File: src/hdl/mdpg_defines.svh
// Timing constants and pin-vector positions for the motor drive protection
`ifndef MDPG_DEFINES_SVH
`define MDPG_DEFINES_SVH

// System clock period in nanoseconds (20 MHz)
`define MDPG_CLK_PERIOD_NS 50
// Current-limit response delay in nanoseconds
`define MDPG_CL_DELAY_NS 1000
// Delay in cycles, rounded up to whole cycles
`define MDPG_CL_DELAY_CYC \
    ((`MDPG_CL_DELAY_NS + `MDPG_CLK_PERIOD_NS - 1) / `MDPG_CLK_PERIOD_NS)
// Stall timeout in milliseconds per nanofarad of timing capacitance
`define MDPG_STALL_MS_PER_NF 90
// Stall prescaler cycles per nanofarad of timing capacitance
`define MDPG_STALL_CYC_PER_NF \
    (`MDPG_STALL_MS_PER_NF * 1000000 / `MDPG_CLK_PERIOD_NS)

// Positions inside the synchronised pin vector
`define MDPG_PIN_HALL_LSB 0
`define MDPG_PIN_SPEED_LOW 3
`define MDPG_PIN_DRIVE 4
`define MDPG_PIN_THERM_N 5
`define MDPG_PIN_ERR_N 6
`define MDPG_PIN_TSD 7
`define MDPG_PIN_CUR_SENSE 8
`define MDPG_PIN_CARRIER 9
`define MDPG_PIN_COUNT 10

`endif

File: src/hdl/mdpg_pkg.sv
// Types shared by the motor drive protection block
package mdpg_pkg;

    // Current limiter sequence
    typedef enum logic [1:0] {
        LIM_IDLE,
        LIM_WAIT,
        LIM_CUT
    } mdpg_lim_state_t;

    // Stall protection state
    typedef enum logic {
        STALL_RUN,
        STALL_HOLD
    } mdpg_stall_state_t;

endpackage : mdpg_pkg

File: src/hdl/mdpg_stall_if.sv
// Signals between the gating logic and the stall timer
`timescale 1ns/1ps
`default_nettype none

interface mdpg_stall_if;
    logic        clear;      // Speed input low: drop stall, zero count
    logic        halt;       // Thermal shutdown: freeze count
    logic        driving;    // Motor is being driven
    logic        hall_edge;  // Any Hall input changed level
    logic [15:0] cap_nf;     // Timing capacitance in nanofarads
    logic        stalled;    // Stall protection active

    // Gating side drives the controls
    modport ctrl (
        output clear,
        output halt,
        output driving,
        output hall_edge,
        output cap_nf,
        input  stalled
    );

    // Timer side answers with the stall flag
    modport timer (
        input  clear,
        input  halt,
        input  driving,
        input  hall_edge,
        input  cap_nf,
        output stalled
    );
endinterface : mdpg_stall_if

`default_nettype wire

File: src/hdl/mdpg_stall_timer.sv
// Stall timer: counts Hall silence while driving and flags a stall
`timescale 1ns/1ps
`default_nettype none
`include "mdpg_defines.svh"

module mdpg_stall_timer
    import mdpg_pkg::*;
#(
    parameter logic [20:0] CYC_PER_NF = 21'(`MDPG_STALL_CYC_PER_NF)
) (
    input  wire logic  clk,
    input  wire logic  rst,
    input  wire logic  ce,
    mdpg_stall_if.timer sif
);

    logic [20:0]       pre;        // Cycles within one nanofarad step
    logic [15:0]       ticks;      // Elapsed nanofarad steps
    mdpg_stall_state_t state;      // Stall state
    logic [20:0]       next_pre;
    logic [15:0]       next_ticks;
    mdpg_stall_state_t next_state;

    // Next-value logic for the timer
    always_comb begin
        next_pre   = pre;
        next_ticks = ticks;
        next_state = state;
        if (sif.clear) begin
            // Speed input low releases protection and zeroes count
            next_pre   = 21'h00_0000;
            next_ticks = 16'h0000;
            next_state = STALL_RUN;
        end else if (sif.halt) begin
            // Thermal shutdown holds the count as it is
        end else if (state == STALL_HOLD) begin
            // Stays in protection until the speed input goes low
        end else if (sif.hall_edge) begin
            // Rotor moved: restart the silence count
            next_pre   = 21'h00_0000;
            next_ticks = 16'h0000;
        end else if (sif.driving) begin
            // Timeout scales with capacitance, one step per nF
            if (ticks >= sif.cap_nf) begin
                next_state = STALL_HOLD;
            end else if (pre == CYC_PER_NF - 21'h00_0001) begin
                next_pre   = 21'h00_0000;
                next_ticks = ticks + 16'h0001;
            end else begin
                next_pre = pre + 21'h00_0001;
            end
        end
    end

    // Registers, frozen while the clock enable is low
    always_ff @(posedge clk) begin
        if (rst) begin
            pre   <= 21'h00_0000;
            ticks <= 16'h0000;
            state <= STALL_RUN;
        end else if (ce) begin
            pre   <= next_pre;
            ticks <= next_ticks;
            state <= next_state;
        end
    end

    // Stall flag to the gating logic
    assign sif.stalled = (state == STALL_HOLD);

endmodule : mdpg_stall_timer

`default_nettype wire

File: src/hdl/mdpg_top.sv
// Protection and gating of the six gate-command outputs
//
// Operation
// - Current trip shortens present PWM on-time only
// - Current-limit response delayed about one microsecond
// - Power saving stops functions, Hall bias off
// - Power saving drives all six outputs low
// - Hall inputs all equal turns outputs off
// - Hall silence past timeout while driving stalls
// - Stall holds upper-side outputs off
// - Stall timeout configurable, scales with capacitance
// - Speed input low clears stall and count
// - Thermal shutdown halts stall count, keeps it
// - Thermal disable low forces all six gate outputs low
// - External error low forces all six gate outputs low
`timescale 1ns/1ps
`default_nettype none
`include "mdpg_defines.svh"

module mdpg_top
    import mdpg_pkg::*;
#(
    // Prescaler cycles per nF of timing capacitance
    parameter logic [20:0] STALL_CYC_PER_NF = 21'(`MDPG_STALL_CYC_PER_NF)
) (
    input  wire logic        SYS_CLK_IN,             // 20 MHz clock
    input  wire logic        RST_IN,                 // Sync reset, high
    input  wire logic        CE_IN,                  // Clock enable
    input  wire logic [2:0]  HALL_IN,                // Hall phases, pins
    input  wire logic        SPEED_CONTROL_LOW_IN,   // Speed input low
    input  wire logic        SPEED_CONTROL_DRIVE_IN, // Drive level
    input  wire logic        THERMAL_DISABLE_N_IN,   // Thermal disable
    input  wire logic        EXT_ERROR_N_IN,         // External error
    input  wire logic        THERMAL_SHUTDOWN_IN,    // Die overheat
    input  wire logic        CUR_SENSE_TRIP_IN,      // Current comparator
    input  wire logic        PWM_CARRIER_IN,         // RC carrier square
    input  wire logic [15:0] STALL_TIMER_CAP_IN,     // Capacitance, nF
    input  wire logic [2:0]  HIGH_SIDE_REQ_IN,       // Commutation, high
    input  wire logic [2:0]  LOW_SIDE_REQ_IN,        // Commutation, low
    input  wire logic        PWM_ON_IN,              // PWM on portion
    output logic      [2:0]  HIGH_SIDE_CMD_OUT,      // High-side gates
    output logic      [2:0]  LOW_SIDE_CMD_OUT,       // Low-side gates
    output logic             HALL_BIAS_SUPPLY_OUT,   // Hall bias enable
    output logic             STALL_OUT,              // Stall active
    output logic             CUR_LIMIT_OUT           // On-time cut active
);

    // Raw pin vector gathered for synchronisation
    logic [`MDPG_PIN_COUNT-1:0] pin_raw;
    logic [`MDPG_PIN_COUNT-1:0] pin_meta;  // First stage, read by second
    logic [`MDPG_PIN_COUNT-1:0] pin_sync;  // Second stage, safe to use

    assign pin_raw = {PWM_CARRIER_IN, CUR_SENSE_TRIP_IN,
                      THERMAL_SHUTDOWN_IN, EXT_ERROR_N_IN,
                      THERMAL_DISABLE_N_IN, SPEED_CONTROL_DRIVE_IN,
                      SPEED_CONTROL_LOW_IN, HALL_IN};

    // Two-flop synchroniser, one per pin
    genvar gi;
    generate
        for (gi = 0; gi < `MDPG_PIN_COUNT; gi++) begin : g_sync
            // Stage flops, frozen with the clock enable
            always_ff @(posedge SYS_CLK_IN) begin
                if (RST_IN) begin
                    pin_meta[gi] <= 1'b0;
                    pin_sync[gi] <= 1'b0;
                end else if (CE_IN) begin
                    pin_meta[gi] <= pin_raw[gi];
                    pin_sync[gi] <= pin_meta[gi];
                end
            end
        end
    endgenerate

    // Named views of the synchronised pins
    logic [2:0] hall;       // Hall phases
    logic       speed_low;  // Power-saving level on the speed input
    logic       driving;    // Drive level on the speed input
    logic       therm_n;    // Thermal disable, low active
    logic       err_n;      // External error, low active
    logic       thermal_shutdown;        // Thermal shutdown
    logic       cur_trip;   // Current comparator tripped
    logic       carrier;    // PWM carrier level

    assign hall      = pin_sync[`MDPG_PIN_HALL_LSB +: 3];
    assign speed_low = pin_sync[`MDPG_PIN_SPEED_LOW];
    assign driving   = pin_sync[`MDPG_PIN_DRIVE];
    assign therm_n   = pin_sync[`MDPG_PIN_THERM_N];
    assign err_n     = pin_sync[`MDPG_PIN_ERR_N];
    assign thermal_shutdown       = pin_sync[`MDPG_PIN_TSD];
    assign cur_trip  = pin_sync[`MDPG_PIN_CUR_SENSE];
    assign carrier   = pin_sync[`MDPG_PIN_CARRIER];

    // Delay count width and terminal value
    localparam logic [4:0] CL_LAST = 5'(`MDPG_CL_DELAY_CYC - 1);

    // Edge history and limiter state
    logic [2:0]      hall_prev;       // Hall seen one cycle ago
    logic            carrier_prev;    // Carrier seen one cycle ago
    mdpg_lim_state_t lim_state;       // Limiter sequence
    logic [4:0]      lim_cnt;         // Delay counter
    logic [2:0]      hs_cmd;          // Registered high-side gates
    logic [2:0]      ls_cmd;          // Registered low-side gates
    logic            hb_on;           // Registered Hall bias enable
    logic [2:0]      next_hall_prev;
    logic            next_carrier_prev;
    mdpg_lim_state_t next_lim_state;
    logic [4:0]      next_lim_cnt;
    logic [2:0]      next_hs_cmd;
    logic [2:0]      next_ls_cmd;
    logic            next_hb_on;

    // Derived conditions
    logic hall_bad;      // Hall phases all high or all low
    logic kill_all;      // Any forced-off condition
    logic period_start;  // Carrier rising edge starts a PWM period
    logic pwm_allowed;   // PWM on portion after current cut
    logic stalled;       // From the stall timer

    // Stall timer link
    mdpg_stall_if sif ();

    // Hall state with every phase equal is not a rotor position
    assign hall_bad = (hall == 3'h7) || (hall == 3'h0);
    // Any off condition wins over commutation and PWM
    assign kill_all = hall_bad | ~therm_n | ~err_n | speed_low;
    assign period_start = carrier & ~carrier_prev;
    // Cut only ends the present on portion, never the period
    assign pwm_allowed  = PWM_ON_IN & (lim_state != LIM_CUT);

    // Stall timer controls
    assign sif.clear     = speed_low;
    assign sif.halt      = thermal_shutdown;
    assign sif.driving   = driving & ~speed_low;
    assign sif.hall_edge = (hall != hall_prev);
    assign sif.cap_nf    = STALL_TIMER_CAP_IN;
    assign stalled       = sif.stalled;

    // Stall timer instance
    mdpg_stall_timer #(
        .CYC_PER_NF (STALL_CYC_PER_NF)
    ) u_stall (
        .clk (SYS_CLK_IN),
        .rst (RST_IN),
        .ce  (CE_IN),
        .sif (sif)
    );

    // Next-value logic for the limiter and gate outputs
    always_comb begin
        next_hall_prev    = hall;
        next_carrier_prev = carrier;
        next_lim_state    = lim_state;
        next_lim_cnt      = lim_cnt;
        case (lim_state)
            // Watch for a trip during the on portion
            LIM_IDLE: begin
                if (cur_trip && PWM_ON_IN) begin
                    next_lim_state = LIM_WAIT;
                    next_lim_cnt   = 5'h00;
                end
            end
            // Trip must persist through the delay to count
            LIM_WAIT: begin
                if (!cur_trip) begin
                    next_lim_state = LIM_IDLE;
                end else if (lim_cnt == CL_LAST) begin
                    next_lim_state = LIM_CUT;
                end else begin
                    next_lim_cnt = lim_cnt + 5'h01;
                end
            end
            // Hold the on portion off until the next period
            LIM_CUT: begin
                if (period_start) begin
                    next_lim_state = LIM_IDLE;
                end
            end
            default: begin
                next_lim_state = LIM_IDLE;
            end
        endcase
        // Power saving stops the limiter as well
        if (speed_low) begin
            next_lim_state = LIM_IDLE;
            next_lim_cnt   = 5'h00;
        end
        // Gate commands
        if (kill_all) begin
            // Invalid Hall, thermal, error or power saving
            next_hs_cmd = 3'h0;
            next_ls_cmd = 3'h0;
        end else begin
            // Upper side held off while stalled
            next_hs_cmd = HIGH_SIDE_REQ_IN & {3{pwm_allowed & ~stalled}};
            next_ls_cmd = LOW_SIDE_REQ_IN;
        end
        // Hall bias supply off in power saving
        next_hb_on = ~speed_low;
    end

    // Registers, frozen while the clock enable is low
    always_ff @(posedge SYS_CLK_IN) begin
        if (RST_IN) begin
            hall_prev    <= 3'h0;
            carrier_prev <= 1'b0;
            lim_state    <= LIM_IDLE;
            lim_cnt      <= 5'h00;
            hs_cmd       <= 3'h0;
            ls_cmd       <= 3'h0;
            hb_on        <= 1'b0;
        end else if (CE_IN) begin
            hall_prev    <= next_hall_prev;
            carrier_prev <= next_carrier_prev;
            lim_state    <= next_lim_state;
            lim_cnt      <= next_lim_cnt;
            hs_cmd       <= next_hs_cmd;
            ls_cmd       <= next_ls_cmd;
            hb_on        <= next_hb_on;
        end
    end

    // Outputs from flip-flops; current-limit flag decoded from the limiter state
    assign HIGH_SIDE_CMD_OUT    = hs_cmd;
    assign LOW_SIDE_CMD_OUT     = ls_cmd;
    assign HALL_BIAS_SUPPLY_OUT = hb_on;
    assign STALL_OUT            = stalled;
    assign CUR_LIMIT_OUT        = (lim_state == LIM_CUT);

endmodule : mdpg_top

`default_nettype wire

File: config.mk
export PLATFORM = sky130hd
export DESIGN_NAME = mdpg_top
export DESIGN_NICKNAME = d
export VERILOG_FILES = /design/src/hdl/mdpg_pkg.sv /design/src/hdl/mdpg_stall_if.sv /design/src/hdl/mdpg_stall_timer.sv /design/src/hdl/mdpg_top.sv
export VERILOG_INCLUDE_DIRS = /design/src /design/src/hdl
export SDC_FILE = /design/constraint.sdc
export NUM_CORES = 1
export LEC_CHECK = 0
export BUFFER_PORTS_ARGS = -buffer_cell sky130_fd_sc_hd__clkbuf_2
export CAP_MARGIN = 15
export CORE_MARGIN = 2
export CORE_UTILIZATION = 40
export CTS_CLUSTER_DIAMETER = 120
export DETAILED_ROUTE_END_ITERATION = 6
export PLACE_DENSITY_LB_ADDON = 0.15
export SETUP_SLACK_MARGIN = 0.1
export SYNTH_ARGS = -nofsm -noshare
export SYNTH_HDL_FRONTEND = slang
export SYNTH_SLANG_ARGS = --single-unit
File: constraint.sdc
create_clock -name SYS_CLK_IN -period 2.4 [get_ports SYS_CLK_IN]
set_clock_uncertainty 0.05 [all_clocks]
set_input_delay 0.48 -clock SYS_CLK_IN [delete_from_list [all_inputs] [get_ports SYS_CLK_IN]]
set_output_delay 0.48 -clock SYS_CLK_IN [all_outputs]
set_load 0.005 [all_outputs]
# Word level (Yosys, flattened, before mapping)
# Index checks and enable logic that the tools add are counted.
# W data, S select, Z words.
[totals]
register_bits = 76
out_inout_bits = 9
inputBits = 36
wordCells = 107
[op_classes]
eq_ne = 15
bitwise = 13
order_cmp = 1
n_reduce_logical = 12
n_addsub = 3
mux = 33
[ops]
columns = ["operator", "n"]
rows = [
  ["$mux W21", 7],
  ["$mux W16", 7],
  ["$add A21 B1 Y21 const B", 1],
  ["$eq A21 B21 Y1 const B", 1],
  ["$mux W5", 4],
  ["$add A16 B1 Y16 const B", 1],
  ["$ge A16 B16 Y1", 1],
  ["$ne A3 B3 Y1 const B", 4],
  ["$mux W2", 5],
  ["$pmux W5 S2", 1],
  ["$reduce_and A5 Y1", 2],
  ["$reduce_bool A3 Y1", 3],
  ["$mux W1", 6],
  ["$mux W3", 2],
  ["$ne A2 B2 Y1 const B", 3],
  ["$pmux W2 S3", 1],
  ["$reduce_and A6 Y1", 1],
  ["$add A5 B1 Y5 const B", 1],
  ["$eq A5 B5 Y1 const B", 1],
  ["$not A1 Y1", 5],
  ["$and A1 B1 Y1", 4],
  ["$ne A4 B4 Y1 const B", 1],
  ["$reduce_and A4 Y1", 1],
  ["$and A3 B3 Y3", 1],
  ["11 further kinds", 13],
]

# Depth between registers and ports, before layout
[logic_depth]
ltp_word = 8
ltp_mapped = 11
mapped_depth_nobuf = 8

# Cells and area by module
# From an unflattened synthesis, not the netlist that was laid out.
[unflattened]
cells_unflattened = 504
hier_area_um2 = 4226.6
[modules_own_cells]
columns = ["module", "cells_each", "n_inst", "area_per_inst_um2", "seq_area_each_um2"]
rows = [
  ["mdpg_stall_timer", 341, 1, 2613.8, 760.7],
  ["mdpg_top", 163, 1, 1612.8, 760.7],
]

# Worst setup path after synthesis
# No wires, ideal clock.
[synth_timing]
path_type = "input -> register"
start = "in STALL_TIMER_CAP_IN[13]"
end = "reg u_stall.pre[7]"
path_slack_ps = -160
setup_ps = 128
arrival_time_ps = 2383
required_ps = 2222
path_buffers = 3
path_stages = 11
cell_sequence = "inv_1 > ha_1 > a211oi_1 > nor2_1 > nor4_1 > clkbuf_8 > nand3_1 > buf_6 > clkbuf_1 > a22oi_1 > mux2i_1"
[synth_between]
elab_chain_cells = 3
[synth_lines]
columns = ["item", "line", "source"]
rows = [
  ["from (decl)", "mdpg_top.sv:37", "input wire logic [15:0] STALL_TIMER_CAP_IN,"],
  ["$ge A16 B16 Y1", "mdpg_stall_timer.sv:44", "if (ticks >= sif.cap_nf) begin"],
  ["$ne A3 B3 Y1 (no source line)", "-", ""],
  ["$reduce_and A5 Y1 (no source line)", "-", ""],
  ["to (signal assigned)", "mdpg_stall_timer.sv:62", "pre <= next_pre;"],
  ["to (decl)", "mdpg_stall_timer.sv:17", "logic [20:0] pre;"],
]
# Every way passes these cells.
# A chain may end at the register's enable or synchronous reset.

# Final worst setup path
[layout_timing]
start = "reg u_stall.ticks[0]"
end = "reg u_stall.ticks[6]"
[layout_between]
elab_chain_cells = 8
word_cells_on_any_way = 11
[layout_lines]
columns = ["item", "line", "source"]
rows = [
  ["from (decl)", "mdpg_stall_timer.sv:18", "logic [15:0] ticks;"],
  ["from (signal assigned)", "mdpg_stall_timer.sv:63", "ticks <= next_ticks;"],
  ["$add A16 B1 Y16", "mdpg_stall_timer.sv:48", "next_ticks = ticks + 16'h0001;"],
  ["$mux W16", "mdpg_stall_timer.sv:46", "end else if (pre == CYC_PER_NF - 21'h00_0001) begin"],
  ["$mux W16", "mdpg_stall_timer.sv:44", ""],
  ["$mux W16", "mdpg_stall_timer.sv:42", "end else if (sif.driving) begin"],
  ["$mux W16", "mdpg_stall_timer.sv:38", "end else if (sif.hall_edge) begin"],
  ["$mux W16", "mdpg_stall_timer.sv:36", "end else if (state == STALL_HOLD) begin"],
  ["$mux W16", "mdpg_stall_timer.sv:34", "end else if (sif.halt) begin"],
  ["$mux W16", "mdpg_stall_timer.sv:29", "if (sif.clear) begin"],
]
# Parallel ways exist; a longest one is shown, timed or not. The select of a mux whose other input is x is not followed.

==> summary.md <==
| Metric | Value |
|---|---|
| Result of the run | `finished clean` |
| Total power draw | `0.00275 W` |
| Routed WL per cell | `15.0 um` |
| Fraction of layout cells with a size suffix above 1 | `29.0%` |
| Crit Path Class | `reg2reg` |
| Detailed Routing Iterations Pass 1 | `5` |
| Starting utilization of the core area | `41.5%` |
| Row count | `37` |
| Static leakage | `2.29 nW` |
| Core utilization of the finished layout | `53.6%` |
| Number of hold buffers added after cts | `0` |
| Die area | `11700 um^2` |
| Post-route non-filler standard cell count | `761` |
| Post-Synthesis Net Count | `589` |
| Setup violators final | `0` |
| Initial antenna violation count | `0` |
| Minimum period implied by the final worst setup slack | `2.38 ns` |
| Yosys warns | `0` |
| Number of buffer cells added on primary ports | `44` |
| Number of levels in the clock H-tree | `3` |
| Type of element launching the critical path | `register` |
| Tcrit/Tclk final | `99.0%` |
| Area growth from synthesis to final layout | `29.1%` |
| Worst Hold Class | `in2reg` |
| Hpwl dp | `7960 um` |
| Routed wire length | `11400 um` |
| Most frequent cells in the layout | `sky130_fd_sc_hd__dfxtp_1 (70), sky130_fd_sc_hd__nor2_1 (57), sky130_fd_sc_hd__buf_4 (49)` |
| Count of vias placed by the detailed router | `4200` |
| Commonest non-fill, non-tap cell in the layout | `sky130_fd_sc_hd__dfxtp_1` |
| Sink Count | `76` |
| Power per unit of standard cell area | `493 nW/um^2` |
| Kind of end point of the critical path | `register` |
| Root buffer cell | `sky130_fd_sc_hd__clkbuf_8` |
| Max_slew headroom | `65.8%` |
| Die width | `108 um` |
| Post-synth cell types | `57` |
| WP data arrival | `2.63 ns` |
| Ports placed on the boundary | `45` |
| Required time at the worst-slack endpoint | `2.65 ns` |
| Instance count along the most critical hold path | `3` |
| TritonCTS clock tree | `yes` |
| Nets | `675` |
| Pins over their slew limit | `0` |
| First-pass GRT wire length | `18900 um` |
| Netlist area before placement | `4320 um^2` |
| Cells after DPL | `734` |
| Final total negative setup slack | `0 ns` |
| Cell type of the slowest stage on the worst timing path | `sky130_fd_sc_hd__a2111o_1` |
| Placed instance area | `5020 um^2` |
| Core region area | `10400 um^2` |
| Count of antenna-violating nets left after detailed routing | `0` |
| Clock-pin slew on the worst setup and hold paths | `0.08 ns` |
| Tightest Pin Transition | `0.508 ns` |
| Syn Inst Count | `534` |
| Maximum number of pins on one net before global-route repair | `41` |
| Number of buffers on the longest clock path | `2` |
| Post-route DRC violation count | `0` |
| Final estimated routing congestion in global placement | `0.843` |
| Number of flops mapped to enable cells by yosys | `0` |
| Number of global-route vias before repair | `3955` |
| Max-Cap Viols | `0` |
| Largest fanout on the critical path | `8` |
| Count of routing violations after the opening detailed-route iteration | `271` |
| Die Height | `108 um` |
| Syn Area/Cell | `8.10 um^2` |
| Number of hold-slack violations in the final timing report | `0` |
| Setup repair after global routing missed its margin | `yes` |
| Finished layout cell area | `5580 um^2` |
| Count of inserted antenna diode cells | `0` |
| Leftover overflow at the end of global routing | `0` |
| Cell-by-cell listing of the critical path | `inv_2 > ha_4 > nand2b_4 > a2111o_1 > buf_4 > a31oi_4 > nand3_1 > buf_4 > or4_1 > nand3_1` |
| Total of flip-flops plus latches after synthesis | `76` |
| Depth of the worst register-to-register path | `10` |
| Fill cell count | `1000` |
| Clock latency on the worst-skew pair | `0.37 ns` |
| Peak per-stage delay on the critical path | `0.43 ns` |
| Average vias per placed instance | `5.52` |
| Most instantiated flip-flop cell in the synthesis netlist | `sky130_fd_sc_hd__dfxtp_1` |
| Fmax | `0.421 GHz` |
| TritonCTS Buffers | `9` |
| Post-synthesis sequential area ratio | `35.2%` |
| GRT Resource Usage Total | `20.3%` |
| Share of flip-flops with an asynchronous set or reset after synthesis | `0%` |
| Worst supply voltage drop on vdd | `0.366 mV` |
sequential cells by signal (all words and copies together) (netlist names):
register and count:
hall 3, lim_state 2, err_n 1, lim_cnt 5, HALL_BIAS_SUPPLY_OUT 1, hall_prev 3
therm_n 1, u_stall.sif.stalled 1, u_stall.ticks 16, driving 1, sif.clear 1, u_stall.pre 21
pin_meta 10, sif.halt 1, cur_trip 1, carrier 1, LOW_SIDE_CMD_OUT 3, HIGH_SIDE_CMD_OUT 3
carrier_prev 1
final cells by class:
| type | count | area [um^2] | share of cell area [%] |
|---|---|---|---|
| Multi-Input combinational cell | 392 | 2810 | 50.3 |
| Sequential cell | 76 | 1530 | 27.4 |
| Timing Repair Buffer | 103 | 718 | 12.9 |
| Tap cell | 136 | 170 | 3.05 |
| Inverter | 38 | 143 | 2.55 |
| Clock buffer | 10 | 128 | 2.29 |
| Clock inverter | 6 | 87.6 | 1.57 |
worst max-delay path: cells and delay by family (launching register included):
family	cells	cell delay, ns
AND/OR/NAND/NOR	4	0.72
adder cells (fa/ha/maj)	1	0.20
buffers and inverters	3	0.40
AO/OA/AOI/OAI	2	0.62
flip-flops	1	0.34
final timing paths:
path                            slack [ns]                   end                 start
worst max register to register        0.02      u_stall.ticks[6]      u_stall.ticks[0]
worst min register to register        0.41  HALL_BIAS_SUPPLY_OUT  HALL_BIAS_SUPPLY_OUT
worst min-delay path                  0.30  HIGH_SIDE_CMD_OUT[1]   HIGH_SIDE_REQ_IN[1]
worst max-delay path                  0.02      u_stall.ticks[6]      u_stall.ticks[0]
power by group:
part	switching [W]	internal, W	total (W)
Sequential	0.0000221	0.00129	0.00131
Combinational	0.000191	0.000158	0.000349
Clock	0.000508	0.000588	0.00110
logic make-up (layout without fill, tap and decap cells):
group | Yosys count | count (layout) | synth area share, %
and+or+nand+nor | 233 | 233 | 27.8
AOI/OAI and AO/OA | 104 | 104 | 16.4
DFF | 76 | 76 | 35.2
buffers and inverters | 66 | 157 | 7.00
muxes | 29 | 29 | 6.71
adders and majority gates | 19 | 19 | 5.50
xor gates and xnor gates | 7 | 7 | 1.42
metrics by stage:
| step | hold WS, ns | worst slack (ns) |
|---|---|---|
| 4_1_cts | 0.281 | 0.0520 |
| 3_5_place_dp | 0.397 | -0.227 |
| 5_1_grt | 0.288 | -0.0571 |
| 3_3_place_gp | 0.388 | -0.174 |
| 6_report | 0.299 | 0.0240 |
| 2_1_floorplan | 0.399 | 0.0594 |
cell usage after synthesis, types with 4 or more instances:
library cell / n / area share, %
sky130_fd_sc_hd__o31ai_1: 5 / 0.87
sky130_fd_sc_hd__nand4_1: 12 / 1.7
sky130_fd_sc_hd__a311oi_1: 4 / 0.81
sky130_fd_sc_hd__or3_1: 11 / 1.6
sky130_fd_sc_hd__or4_1: 7 / 1.2
sky130_fd_sc_hd__clkbuf_1: 16 / 1.4
sky130_fd_sc_hd__and4_1: 4 / 0.81
sky130_fd_sc_hd__nand2b_1: 4 / 0.58
sky130_fd_sc_hd__dfxtp_1: 76 / 35
sky130_fd_sc_hd__o211ai_1: 7 / 1.2
sky130_fd_sc_hd__a22oi_1: 9 / 1.6
sky130_fd_sc_hd__mux2i_1: 29 / 6.7
sky130_fd_sc_hd__xor2_1: 7 / 1.4
sky130_fd_sc_hd__nor4_1: 12 / 1.7
sky130_fd_sc_hd__a21o_1: 4 / 0.69
sky130_fd_sc_hd__and3_1: 11 / 1.6
sky130_fd_sc_hd__a31oi_1: 6 / 0.87
sky130_fd_sc_hd__nand3_1: 36 / 4.2
sky130_fd_sc_hd__nor2_1: 59 / 5.1
sky130_fd_sc_hd__nor2b_1: 5 / 0.72
sky130_fd_sc_hd__nor3_1: 14 / 1.6
sky130_fd_sc_hd__o21ai_0: 23 / 2.7
sky130_fd_sc_hd__a21oi_1: 22 / 2.5
sky130_fd_sc_hd__inv_1: 38 / 3.3
sky130_fd_sc_hd__ha_1: 19 / 5.5
sky130_fd_sc_hd__nand2_1: 42 / 3.6
sky130_fd_sc_hd__o41ai_1: 4 / 0.81
routing by layer:
layer	GRT usage, %	part of all wire (%)	vias up
li1	-	-	2113
met4	5.49	1.2	0
met3	5.91	5.8	14
met5	0	0	-
met1	26.5	46	1963
met2	33.0	47	110
timing repair:
item                                    CTS  global route
endpoints found under the setup margin   30            38
resized for setup                        15            49
setup buffers                             8             3
gates cloned                              0             1
pin swaps                                 4            22
(Power assumes the default switching activity.)
